File: src/logic/qdr_pkg.sv
// Purpose: shared constants and carrier types of the readback block
// Assumes: 200 MHz clk, register bus is AXI4-Lite with 8-bit addresses
// Notes: all field layouts live here as packed structs

package qdr_pkg;

  // ----------------------------------------------------------------
  // two-wire link constants
  // ----------------------------------------------------------------
  localparam logic [4:0] QDR_ADDR_PREFIX = 5'h13;
  localparam logic [3:0] QDR_BYTE_BITS = 4'h8;
  localparam logic [3:0] QDR_LAST_BIT = 4'h7;
  localparam logic [5:0] QDR_PD_FILL = 6'h3f;
  localparam logic [3:0] QDR_LOW_FILL = 4'h0;
  localparam logic [1:0] QDR_IDX_PD = 2'h0;
  localparam logic [1:0] QDR_IDX_HI = 2'h1;
  localparam logic [1:0] QDR_IDX_LO = 2'h2;
  localparam int QDR_CHANNELS = 4;

  // synchroniser lanes
  localparam int QDR_SYN_W = 4;
  localparam int QDR_SYN_SCL = 0;
  localparam int QDR_SYN_SDA = 1;
  localparam int QDR_SYN_AHI = 2;
  localparam int QDR_SYN_ALO = 3;

  // ----------------------------------------------------------------
  // register map
  // ----------------------------------------------------------------
  localparam logic [3:0] QDR_PAGE_STATUS = 4'h0;
  localparam logic [3:0] QDR_PAGE_CHAN = 4'h1;
  localparam logic [7:0] QDR_OFS_STATUS = {QDR_PAGE_STATUS, 4'h0};
  localparam logic [7:0] QDR_OFS_CHAN0 = {QDR_PAGE_CHAN, 4'h0};
  localparam logic [1:0] QDR_RESP_OKAY = 2'h0;
  localparam logic [1:0] QDR_RESP_DECERR = 2'h3;

  // ----------------------------------------------------------------
  // types
  // ----------------------------------------------------------------
  typedef struct packed {
    logic pwrdnModeBitA;
    logic pwrdnModeBitB;
    logic [7:0] codeHi;
    logic [3:0] codeLo;
  } qdr_entry_type;

  typedef struct packed {
    logic [1:0] zeros;
    logic [1:0] updMode;
    logic spare;
    logic [1:0] chanSel;
    logic powerDownFlag;
  } qdr_ctrl_type;

  typedef struct packed {
    logic [7:0] pad;
    logic [7:0] readCount;
    logic [6:0] pad2;
    logic busy;
    qdr_ctrl_type ctrl;
  } qdr_status_type;

  typedef struct packed {
    logic [3:0] page;
    logic [1:0] idx;
    logic [1:0] lane;
  } qdr_regaddr_type;

  typedef struct packed {
    logic en;
    logic [1:0] idx;
    qdr_entry_type data;
  } qdr_bank_wr_type;

  typedef struct packed {
    logic awvalid;
    qdr_regaddr_type awaddr;
    logic wvalid;
    logic [31:0] wdata;
    logic [3:0] wstrb;
    logic bready;
    logic arvalid;
    qdr_regaddr_type araddr;
    logic rready;
  } qdr_axi_in_type;

  typedef struct packed {
    logic awready;
    logic wready;
    logic bvalid;
    logic [1:0] bresp;
    logic arready;
    logic rvalid;
    logic [31:0] rdata;
    logic [1:0] rresp;
  } qdr_axi_out_type;

  typedef enum logic [2:0] {
    QDR_IDLE = 3'h0,
    QDR_RECV = 3'h1,
    QDR_ACK = 3'h3,
    QDR_SEND = 3'h2,
    QDR_GETACK = 3'h6
  } qdr_phase_type;

endpackage

File: src/logic/qdr_readback.sv
// Purpose: target side of the two-wire readback path of a quad DAC
// Assumes: SCL/SDA are open-drain pins sampled by clk; AXI4-Lite regs
// Notes: write data bytes are not served here; channel registers are
//   loaded over the register bus
//
// Contract
// controller starts, sends write address
// matching address is acknowledged by pulling low
// control byte received and acknowledged
// controller repeats start, sends read address
// read address acknowledged, device shifts MSB first
// selected channel comes from control byte
// flag clear: high byte then low byte
// flag set: power-down, high, low bytes
// high byte holds code bits eleven..four
// low byte holds code bits three..zero
// power-down byte: mode bits, six ones
// controller acknowledges all but last byte
// controller ends with stop or restart
// controller prefers restart to keep bus
// high-speed master code sent first
// master code is never acknowledged
// high-speed entry then same sequence follows
// stored mode bits encode output termination
// channel registers clear to zero at reset
// after final not-acknowledge release line, idle

`timescale 1ns/1ps

module qdr_readback
  import qdr_pkg::*;
(
  // clock and reset
  input logic clk,
  input logic sys_rst,
  // two-wire link pins
  input logic sclIn,
  input logic sdaIn,
  output logic sdaOut,
  output logic sdaOeN,
  // address straps
  input logic addrPinBitHi,
  input logic addrPinBitLo,
  // register bus
  input qdr_axi_in_type axiIn,
  output qdr_axi_out_type axiOut
);

  // ----------------------------------------------------------------
  // state
  // ----------------------------------------------------------------
  typedef struct packed {
    logic sclPrev;
    logic sdaPrev;
    qdr_phase_type phase;
    logic isAddr;
    logic readDir;
    logic [7:0] shift;
    logic [3:0] bitCnt;
    logic [1:0] byteIdx;
    logic masterAck;
    qdr_ctrl_type ctrl;
    logic [7:0] readCount;
    logic sdaOeN;
    logic sdaOut;
    logic awHeld;
    qdr_regaddr_type awAddr;
    logic wHeld;
    logic [31:0] wData;
    logic [3:0] wStrb;
    qdr_axi_out_type axo;
  } qdr_state_type;

  qdr_state_type st_r;
  qdr_state_type st_nxt;

  logic [QDR_SYN_W-1:0] synIn;
  logic [QDR_SYN_W-1:0] syn;
  qdr_entry_type [QDR_CHANNELS-1:0] entries;
  qdr_bank_wr_type bankWr;

  // ----------------------------------------------------------------
  // pin synchroniser and channel storage
  // ----------------------------------------------------------------
  assign synIn = {addrPinBitLo, addrPinBitHi, sdaIn, sclIn};

  qdr_sync u_sync (
    .clk(clk),
    .sys_rst(sys_rst),
    .din(synIn),
    .dout(syn)
  );

  qdr_chan_bank u_bank (
    .clk(clk),
    .sys_rst(sys_rst),
    .wr(bankWr),
    .entries(entries)
  );

  // ----------------------------------------------------------------
  // readback byte builder
  // ----------------------------------------------------------------
  // the low nibble of the low byte is free; zero keeps it predictable
  function automatic logic [7:0] pickByte(input logic [1:0] idx,
                                          input qdr_entry_type e);
    logic [7:0] b;
    b = {e.codeLo, QDR_LOW_FILL};
    if (idx == QDR_IDX_PD) begin
      b = {e.pwrdnModeBitA, e.pwrdnModeBitB, QDR_PD_FILL};
    end else if (idx == QDR_IDX_HI) begin
      b = e.codeHi;
    end
    return b;
  endfunction

  // ----------------------------------------------------------------
  // next-state logic
  // ----------------------------------------------------------------
  logic sclNow;
  logic sdaNow;
  logic sclRise;
  logic sclFall;
  logic startCond;
  logic stopCond;
  logic [6:0] ownAddr;
  qdr_entry_type selEntry;
  logic [7:0] nextByte;
  logic [1:0] nextIdx;
  logic [31:0] oldWord;
  logic [31:0] newWord;
  qdr_status_type statusWord;

  always_comb begin
    st_nxt = st_r;
    bankWr = '0;
    sclNow = syn[QDR_SYN_SCL];
    sdaNow = syn[QDR_SYN_SDA];
    sclRise = sclNow && !st_r.sclPrev;
    sclFall = !sclNow && st_r.sclPrev;
    // data moving while the clock is high marks start or stop
    startCond = sclNow && st_r.sclPrev && st_r.sdaPrev && !sdaNow;
    stopCond = sclNow && st_r.sclPrev && !st_r.sdaPrev && sdaNow;
    ownAddr = {QDR_ADDR_PREFIX, syn[QDR_SYN_AHI], syn[QDR_SYN_ALO]};
    selEntry = entries[st_r.ctrl.chanSel];
    nextIdx = st_r.byteIdx + 2'h1;
    nextByte = pickByte(nextIdx, selEntry);
    oldWord = '0;
    newWord = '0;
    statusWord = '0;

    st_nxt.sclPrev = sclNow;
    st_nxt.sdaPrev = sdaNow;

    // link engine: a start anywhere restarts address reception,
    // which also covers the restart after the master code
    if (startCond) begin
      st_nxt.phase = QDR_RECV;
      st_nxt.isAddr = 1'b1;
      st_nxt.bitCnt = '0;
      st_nxt.sdaOeN = 1'b1;
    end else if (stopCond) begin
      st_nxt.phase = QDR_IDLE;
      st_nxt.sdaOeN = 1'b1;
    end else begin
      unique case (st_r.phase)
        QDR_IDLE: begin
          st_nxt.sdaOeN = 1'b1;
        end
        QDR_RECV: begin
          if (sclRise) begin
            st_nxt.shift = {st_r.shift[6:0], sdaNow};
            st_nxt.bitCnt = st_r.bitCnt + 4'h1;
          end
          if (sclFall && st_r.bitCnt == QDR_BYTE_BITS) begin
            st_nxt.bitCnt = '0;
            if (st_r.isAddr) begin
              // the master code never equals our address, so its
              // acknowledge slot is left released
              if (st_r.shift[7:1] == ownAddr) begin
                st_nxt.readDir = st_r.shift[0];
                st_nxt.phase = QDR_ACK;
                st_nxt.sdaOeN = 1'b0;
              end else begin
                st_nxt.phase = QDR_IDLE;
              end
            end else begin
              st_nxt.ctrl = qdr_ctrl_type'(st_r.shift);
              st_nxt.phase = QDR_ACK;
              st_nxt.sdaOeN = 1'b0;
            end
          end
        end
        QDR_ACK: begin
          if (sclFall) begin
            st_nxt.sdaOeN = 1'b1;
            st_nxt.bitCnt = '0;
            if (st_r.readDir) begin
              // first byte depends on the power-down flag
              if (st_r.ctrl.powerDownFlag) begin
                st_nxt.byteIdx = QDR_IDX_PD;
              end else begin
                st_nxt.byteIdx = QDR_IDX_HI;
              end
              st_nxt.shift = pickByte(st_nxt.byteIdx, selEntry);
              st_nxt.sdaOeN = st_nxt.shift[7];
              st_nxt.phase = QDR_SEND;
            end else if (st_r.isAddr) begin
              st_nxt.isAddr = 1'b0;
              st_nxt.phase = QDR_RECV;
            end else begin
              // data bytes of a write belong to the write path
              st_nxt.phase = QDR_IDLE;
            end
          end
        end
        QDR_SEND: begin
          if (sclFall) begin
            st_nxt.bitCnt = st_r.bitCnt + 4'h1;
            if (st_r.bitCnt == QDR_LAST_BIT) begin
              st_nxt.sdaOeN = 1'b1;
              st_nxt.bitCnt = '0;
              st_nxt.phase = QDR_GETACK;
            end else begin
              st_nxt.shift = {st_r.shift[6:0], 1'b0};
              st_nxt.sdaOeN = st_r.shift[6];
            end
          end
        end
        QDR_GETACK: begin
          if (sclRise) begin
            st_nxt.masterAck = !sdaNow;
          end
          if (sclFall) begin
            if (st_r.masterAck && st_r.byteIdx != QDR_IDX_LO) begin
              st_nxt.byteIdx = nextIdx;
              st_nxt.shift = nextByte;
              st_nxt.sdaOeN = nextByte[7];
              st_nxt.phase = QDR_SEND;
            end else begin
              // end of read: line stays released until next start
              st_nxt.phase = QDR_IDLE;
              if (st_r.byteIdx == QDR_IDX_LO) begin
                st_nxt.readCount = st_r.readCount + 8'h1;
              end
            end
          end
        end
      endcase
    end
    // open drain: only ever pull low
    st_nxt.sdaOut = 1'b0;

    // register bus: write address and data held until both arrive
    if (axiIn.awvalid && st_r.axo.awready) begin
      st_nxt.awHeld = 1'b1;
      st_nxt.awAddr = axiIn.awaddr;
    end
    if (axiIn.wvalid && st_r.axo.wready) begin
      st_nxt.wHeld = 1'b1;
      st_nxt.wData = axiIn.wdata;
      st_nxt.wStrb = axiIn.wstrb;
    end
    if (st_r.axo.bvalid && axiIn.bready) begin
      st_nxt.axo.bvalid = 1'b0;
    end
    if (st_r.awHeld && st_r.wHeld && !st_r.axo.bvalid) begin
      st_nxt.awHeld = 1'b0;
      st_nxt.wHeld = 1'b0;
      st_nxt.axo.bvalid = 1'b1;
      st_nxt.axo.bresp = QDR_RESP_DECERR;
      if (st_r.awAddr.page == QDR_PAGE_CHAN &&
          st_r.awAddr.lane == 2'h0) begin
        // byte enables merge into the stored entry
        oldWord = 32'(entries[st_r.awAddr.idx]);
        for (int b = 0; b < 4; b++) begin
          newWord[8*b +: 8] = st_r.wStrb[b] ?
            st_r.wData[8*b +: 8] : oldWord[8*b +: 8];
        end
        bankWr.en = 1'b1;
        bankWr.idx = st_r.awAddr.idx;
        bankWr.data = qdr_entry_type'(newWord[13:0]);
        st_nxt.axo.bresp = QDR_RESP_OKAY;
      end else if (st_r.awAddr == QDR_OFS_STATUS) begin
        // status is read-only; the write is accepted and dropped
        st_nxt.axo.bresp = QDR_RESP_OKAY;
      end
    end
    st_nxt.axo.awready = !st_nxt.awHeld;
    st_nxt.axo.wready = !st_nxt.wHeld;

    // register bus: read answers one cycle after the address
    if (st_r.axo.rvalid && axiIn.rready) begin
      st_nxt.axo.rvalid = 1'b0;
    end
    if (axiIn.arvalid && st_r.axo.arready) begin
      st_nxt.axo.rvalid = 1'b1;
      st_nxt.axo.rdata = '0;
      st_nxt.axo.rresp = QDR_RESP_DECERR;
      statusWord.readCount = st_r.readCount;
      statusWord.busy = (st_r.phase != QDR_IDLE);
      statusWord.ctrl = st_r.ctrl;
      if (axiIn.araddr == QDR_OFS_STATUS) begin
        st_nxt.axo.rdata = statusWord;
        st_nxt.axo.rresp = QDR_RESP_OKAY;
      end else if (axiIn.araddr.page == QDR_PAGE_CHAN &&
                   axiIn.araddr.lane == 2'h0) begin
        st_nxt.axo.rdata = 32'(entries[axiIn.araddr.idx]);
        st_nxt.axo.rresp = QDR_RESP_OKAY;
      end
    end
    st_nxt.axo.arready = !st_nxt.axo.rvalid;
  end

  // ----------------------------------------------------------------
  // state register
  // ----------------------------------------------------------------
  // released line and bus-idle samples keep reset from looking
  // like a start condition
  always_ff @(posedge clk or posedge sys_rst) begin
    if (sys_rst) begin
      st_r <= '0;
      st_r.sclPrev <= 1'b1;
      st_r.sdaPrev <= 1'b1;
      st_r.phase <= QDR_IDLE;
      st_r.sdaOeN <= 1'b1;
    end else begin
      st_r <= st_nxt;
    end
  end

  // ----------------------------------------------------------------
  // outputs
  // ----------------------------------------------------------------
  assign sdaOut = st_r.sdaOut;
  assign sdaOeN = st_r.sdaOeN;
  assign axiOut = st_r.axo;

endmodule

File: src/logic/qdr_sync.sv
// Purpose: two-stage synchroniser for the link pins and address straps
// Assumes: inputs are asynchronous to clk
// Notes: only the second stage leaves this module

`timescale 1ns/1ps

module qdr_sync
  import qdr_pkg::*;
(
  // clock and reset
  input logic clk,
  input logic sys_rst,
  // raw and synchronised levels
  input logic [QDR_SYN_W-1:0] din,
  output logic [QDR_SYN_W-1:0] dout
);

  typedef struct packed {
    logic [QDR_SYN_W-1:0] stage1;
    logic [QDR_SYN_W-1:0] stage2;
  } qdr_sync_state_type;

  qdr_sync_state_type st_r;
  qdr_sync_state_type st_nxt;

  // ----------------------------------------------------------------
  // two flops, the first read only by the second
  // ----------------------------------------------------------------
  always_comb begin
    st_nxt.stage1 = din;
    st_nxt.stage2 = st_r.stage1;
  end

  // idle bus level is high, so reset to ones avoids a false start
  always_ff @(posedge clk or posedge sys_rst) begin
    if (sys_rst) begin
      st_r <= '1;
    end else begin
      st_r <= st_nxt;
    end
  end

  assign dout = st_r.stage2;

endmodule

File: src/logic/qdr_chan_bank.sv
// Purpose: four channel registers, power-down mode plus 12-bit code
// Assumes: one write port, all entries visible at once
// Notes: cleared at reset so readback shows zero until written

`timescale 1ns/1ps

module qdr_chan_bank
  import qdr_pkg::*;
(
  // clock and reset
  input logic clk,
  input logic sys_rst,
  // write port
  input qdr_bank_wr_type wr,
  // stored entries
  output qdr_entry_type [QDR_CHANNELS-1:0] entries
);

  typedef struct packed {
    qdr_entry_type [QDR_CHANNELS-1:0] ent;
  } qdr_bank_state_type;

  qdr_bank_state_type st_r;
  qdr_bank_state_type st_nxt;

  // ----------------------------------------------------------------
  // indexed write
  // ----------------------------------------------------------------
  always_comb begin
    st_nxt = st_r;
    if (wr.en) begin
      st_nxt.ent[wr.idx] = wr.data;
    end
  end

  // power-up value is zero in every entry
  always_ff @(posedge clk or posedge sys_rst) begin
    if (sys_rst) begin
      st_r <= '0;
    end else begin
      st_r <= st_nxt;
    end
  end

  assign entries = st_r.ent;

endmodule

File: config.mk
export PLATFORM = sky130hd
export DESIGN_NAME = qdr_readback
export DESIGN_NICKNAME = d
export VERILOG_FILES = /design/src/logic/qdr_pkg.sv /design/src/logic/qdr_readback.sv /design/src/logic/qdr_sync.sv /design/src/logic/qdr_chan_bank.sv
export SDC_FILE = /design/constraint.sdc
export NUM_CORES = 1
export LEC_CHECK = 0
export ABC_AREA = 1
export BUFFER_PORTS_ARGS = -buffer_cell sky130_fd_sc_hd__buf_2
export CORE_ASPECT_RATIO = 1.25
export CORE_MARGIN = 3
export CORE_UTILIZATION = 25
export CTS_CLUSTER_DIAMETER = 30
export DETAILED_ROUTE_END_ITERATION = 12
export GPL_TIMING_DRIVEN = 0
export PLACE_DENSITY_LB_ADDON = 0.1
export SETUP_SLACK_MARGIN = 0.3
export SLEW_MARGIN = 25
export SYNTH_ARGS = -nofsm -noshare
export SYNTH_HDL_FRONTEND = slang
export SYNTH_SLANG_ARGS = --single-unit
File: constraint.sdc
create_clock -name clk -period 7.93 [get_ports clk]
set_input_delay 0.3965 -clock clk [delete_from_list [all_inputs] [get_ports clk]]
set_output_delay 0.3965 -clock clk [all_outputs]
set_load 0.005 [all_outputs]
==> qor.yml <==
clock_network:
  cts_tree: "yes"
  htree_levels: 4
  path_clk_slew_ns: 0.08
  cts_inserted_buffers: 17
  postCtsHoldBufs: 0
  clockBufferDepth: 2
  cts_setup_buffers: 0
  clk_latency_ns: 0.45
  cts-resized-gates: 0
  clockRootBuffer: "clkbuf_16"
  cts_sinks: 158
synth:
  synth_cell_type_count: 40
  avgSynthCellArea_um2: 7.436
  seq_area_frac_synth: 0.4502
  yosysTopAreaCell: "dfrtp_1"
  synth-async-reset-ratio: 1.000
  syn-instance-count: 1185
  syn-cell-area_um2: 8812
  synth-edff-count: 0
  synth_top_area_frac: 0.4174
  synth_area_leaders: "dfrtp_1 (42%), nand2_1 (14%), o21ai_0 (7.9%)"
  synth_seq_cells: 158
  ys.flop_type: "dfrtp_1"
  yosys_warnings: 0
worst_setup_path:
  start_kind: "register"
  endpoint_kind: "register"
  cp.arrival_ns: 2.28
  crit_fanout: 10
  critical_path_class: "register to register"
  reg2reg_slack_ns: 5.96
  cp.required_ns: 8.24
cells_and_area:
  diodes: 0
  layout_common_cells: "nand2_1 (340), dfrtp_1 (147), o21ai_0 (139), nor2_1 (111), inv_1 (100)"
  area_growth_pct: 17.85
  final_area_um2: 10390
  utilization: 0.3000
  final_common_cell: "nand2_1"
  layout-drive-gt1-share: 0.1600
  fin_cells: 1768
  nets: 1357
drt:
  antenna_left: 0
  drt_iter0_markers: 477
  wl_per_cell_um: 15.87
  vias_per_cell: 4.408
  route.detailed.drc: 0
  wirelength_mm: 28.05
  firstDrtPassIters: 5
  dr_total_vias: 7793
floorplan:
  core-area_um2: 34610
  num_rows: 76
  io_pins: 106
  die_h_um: 215.9
  die_w_um: 173.9
  die_area_um2: 37550
  start_util: 0.2546
placement:
  post-place-cells: 1737
  hpwl_mm: 21.76
  gp_congestion: 0.8930
  placed_area_um2: 9836
  io_buffers: 73
timing:
  fin_worst_hold_slack_ns: -0.01890
  period_minus_slack_ns: 1.971
  max_freq_mhz: 507.4
  slew_viol_final: 0
  fin_tns_setup_ns: 0
  fin_skew_ns: 0.01770
  setup_viol: 0
  final.period_utilization: 0.2485
  relSlewSlack: 0.6019
  rsz0062_at_grt: "false"
  worstMarginPinSlew_ns: 0.5909
  final-hold-violation-count: 5
power_and_ir_drop:
  p_leak_nw: 4.966
  powerDensity_nw_per_um2: 275.1
  ir_worst_vdd_mv: 0.1418
outcome:
  status: "complete, but fails checks"
  failed_checks: "negative hold slack"
global_routing:
  antenna_found_initial: 0
  grt_start_max_net_pins: 89
  grt_pass1_vias: 7932
  grt_pass1_wl_mm: 45.41
  grt_overflow: 0
  grt_usage: 0.1529
hold_path:
  hold_class: "input pin to async pin"
run:
  cap_viol_max_count: 0
[layer usage]
layer / share of wire / track usage / up-vias
li1: - / - / 3999
met1: 0.44 / 0.1937 / 3595
met2: 0.50 / 0.2698 / 175
met3: 0.034 / 0.01901 / 24
met4: 0.017 / 0.04882 / 0
met5: 0 / 0 / -
[synth_stat cells (2+ instances only)]
master	number
nand2_1	340
nand3_1	70
a211oi_1	5
nor3b_1	4
o21ai_0	139
nor2_4	2
inv_1	101
clkbuf_1	23
buf_1	4
ha_1	6
dfrtp_1	147
nor3_4	3
o211ai_1	17
nor2_1	111
o31ai_1	4
nand3b_1	3
nor3_1	15
buf_6	4
clkinv_1	4
buf_2	19
xor2_1	8
dfstp_2	11
a21oi_1	73
buf_4	43
o21ai_2	13
inv_2	2
[critical path: stages (launching register included)]
cell	delay, ns
dfrtp_1	0.39
inv_1	0.07
nand3_1	0.19
inv_1	0.18
nand3_4	0.19
nor3_4	0.48
buf_6	0.24
o21ai_0	0.09
[layout make-up]
type                            instances  area, um^2
Fill cell                            3858       24230
Clock inverter                         14       123.9
Tap cell                              468       585.6
Inverter                              107       409.1
Clock buffer                           17       425.4
Multi-Input combinational cell        837        3916
Sequential cell                       158        3968
Timing Repair Buffer                   74       392.9
Buffer                                 93       564.3
[metrics by stage]
| step | total power [W] | setup WS, ns |
|---|---|---|
| floorplan | 0.001769 | 3.288 |
| global placement | 0.002084 | 0.8254 |
| detailed placement | 0.002087 | 5.469 |
| CTS | 0.002904 | 5.875 |
| global route | 0.003083 | 5.703 |
| finish | 0.002857 | 5.959 |
[state kept, by name (all words and copies together) (netlist names)]
signal          cells
u_bank.entries     56
sdaOeN              1
st_r               64
axiOut             29
u_sync.st_nxt       4
u_sync.dout         4
[worst paths after layout]
check                                                start                             end  cells after the start
worst max-delay path                axiOut[38]$_DFFE_PP0P_  u_bank.entries[24]$_DFFE_PP0P_                      7
min in group clk                              addrPinBitLo      u_sync.st_nxt[3]$_DFF_PP1_                      1
max in group asynchronous                          sys_rst  u_bank.entries[46]$_DFFE_PP0P_                      3
worst max register to register      axiOut[38]$_DFFE_PP0P_  u_bank.entries[24]$_DFFE_PP0P_                      7
worst min register to register  u_sync.st_nxt[1]$_DFF_PP1_        u_sync.dout[1]$_DFF_PP1_                      0
worst min-delay path                               sys_rst          axiOut[25]$_DFFE_PP0P_                      2
[where the power goes]
part	internal, W	total, W	leakage (nW)	switching [W]
clock network	0.000412	0.000797	0.273	0.000385
logic	0.000333	0.000988	2.63	0.000655
registers	0.000955	0.00107	2.06	0.000117
[cells by family (layout without fill, tap and decap cells)]
group,count (synthesis),in the layout,synth area share
AND/OR/NAND/NOR,555,555,0.2632
AO/OA/AOI/OAI,257,257,0.1600
buffers and inverters,200,305,0.1096
flip-flops,158,158,0.4502
XOR/XNOR,8,8,0.007951
adder cells (fa/ha/maj),6,6,0.008519
other,1,11,0.0004255
Note: power is estimated with default switching activity, not from simulation.
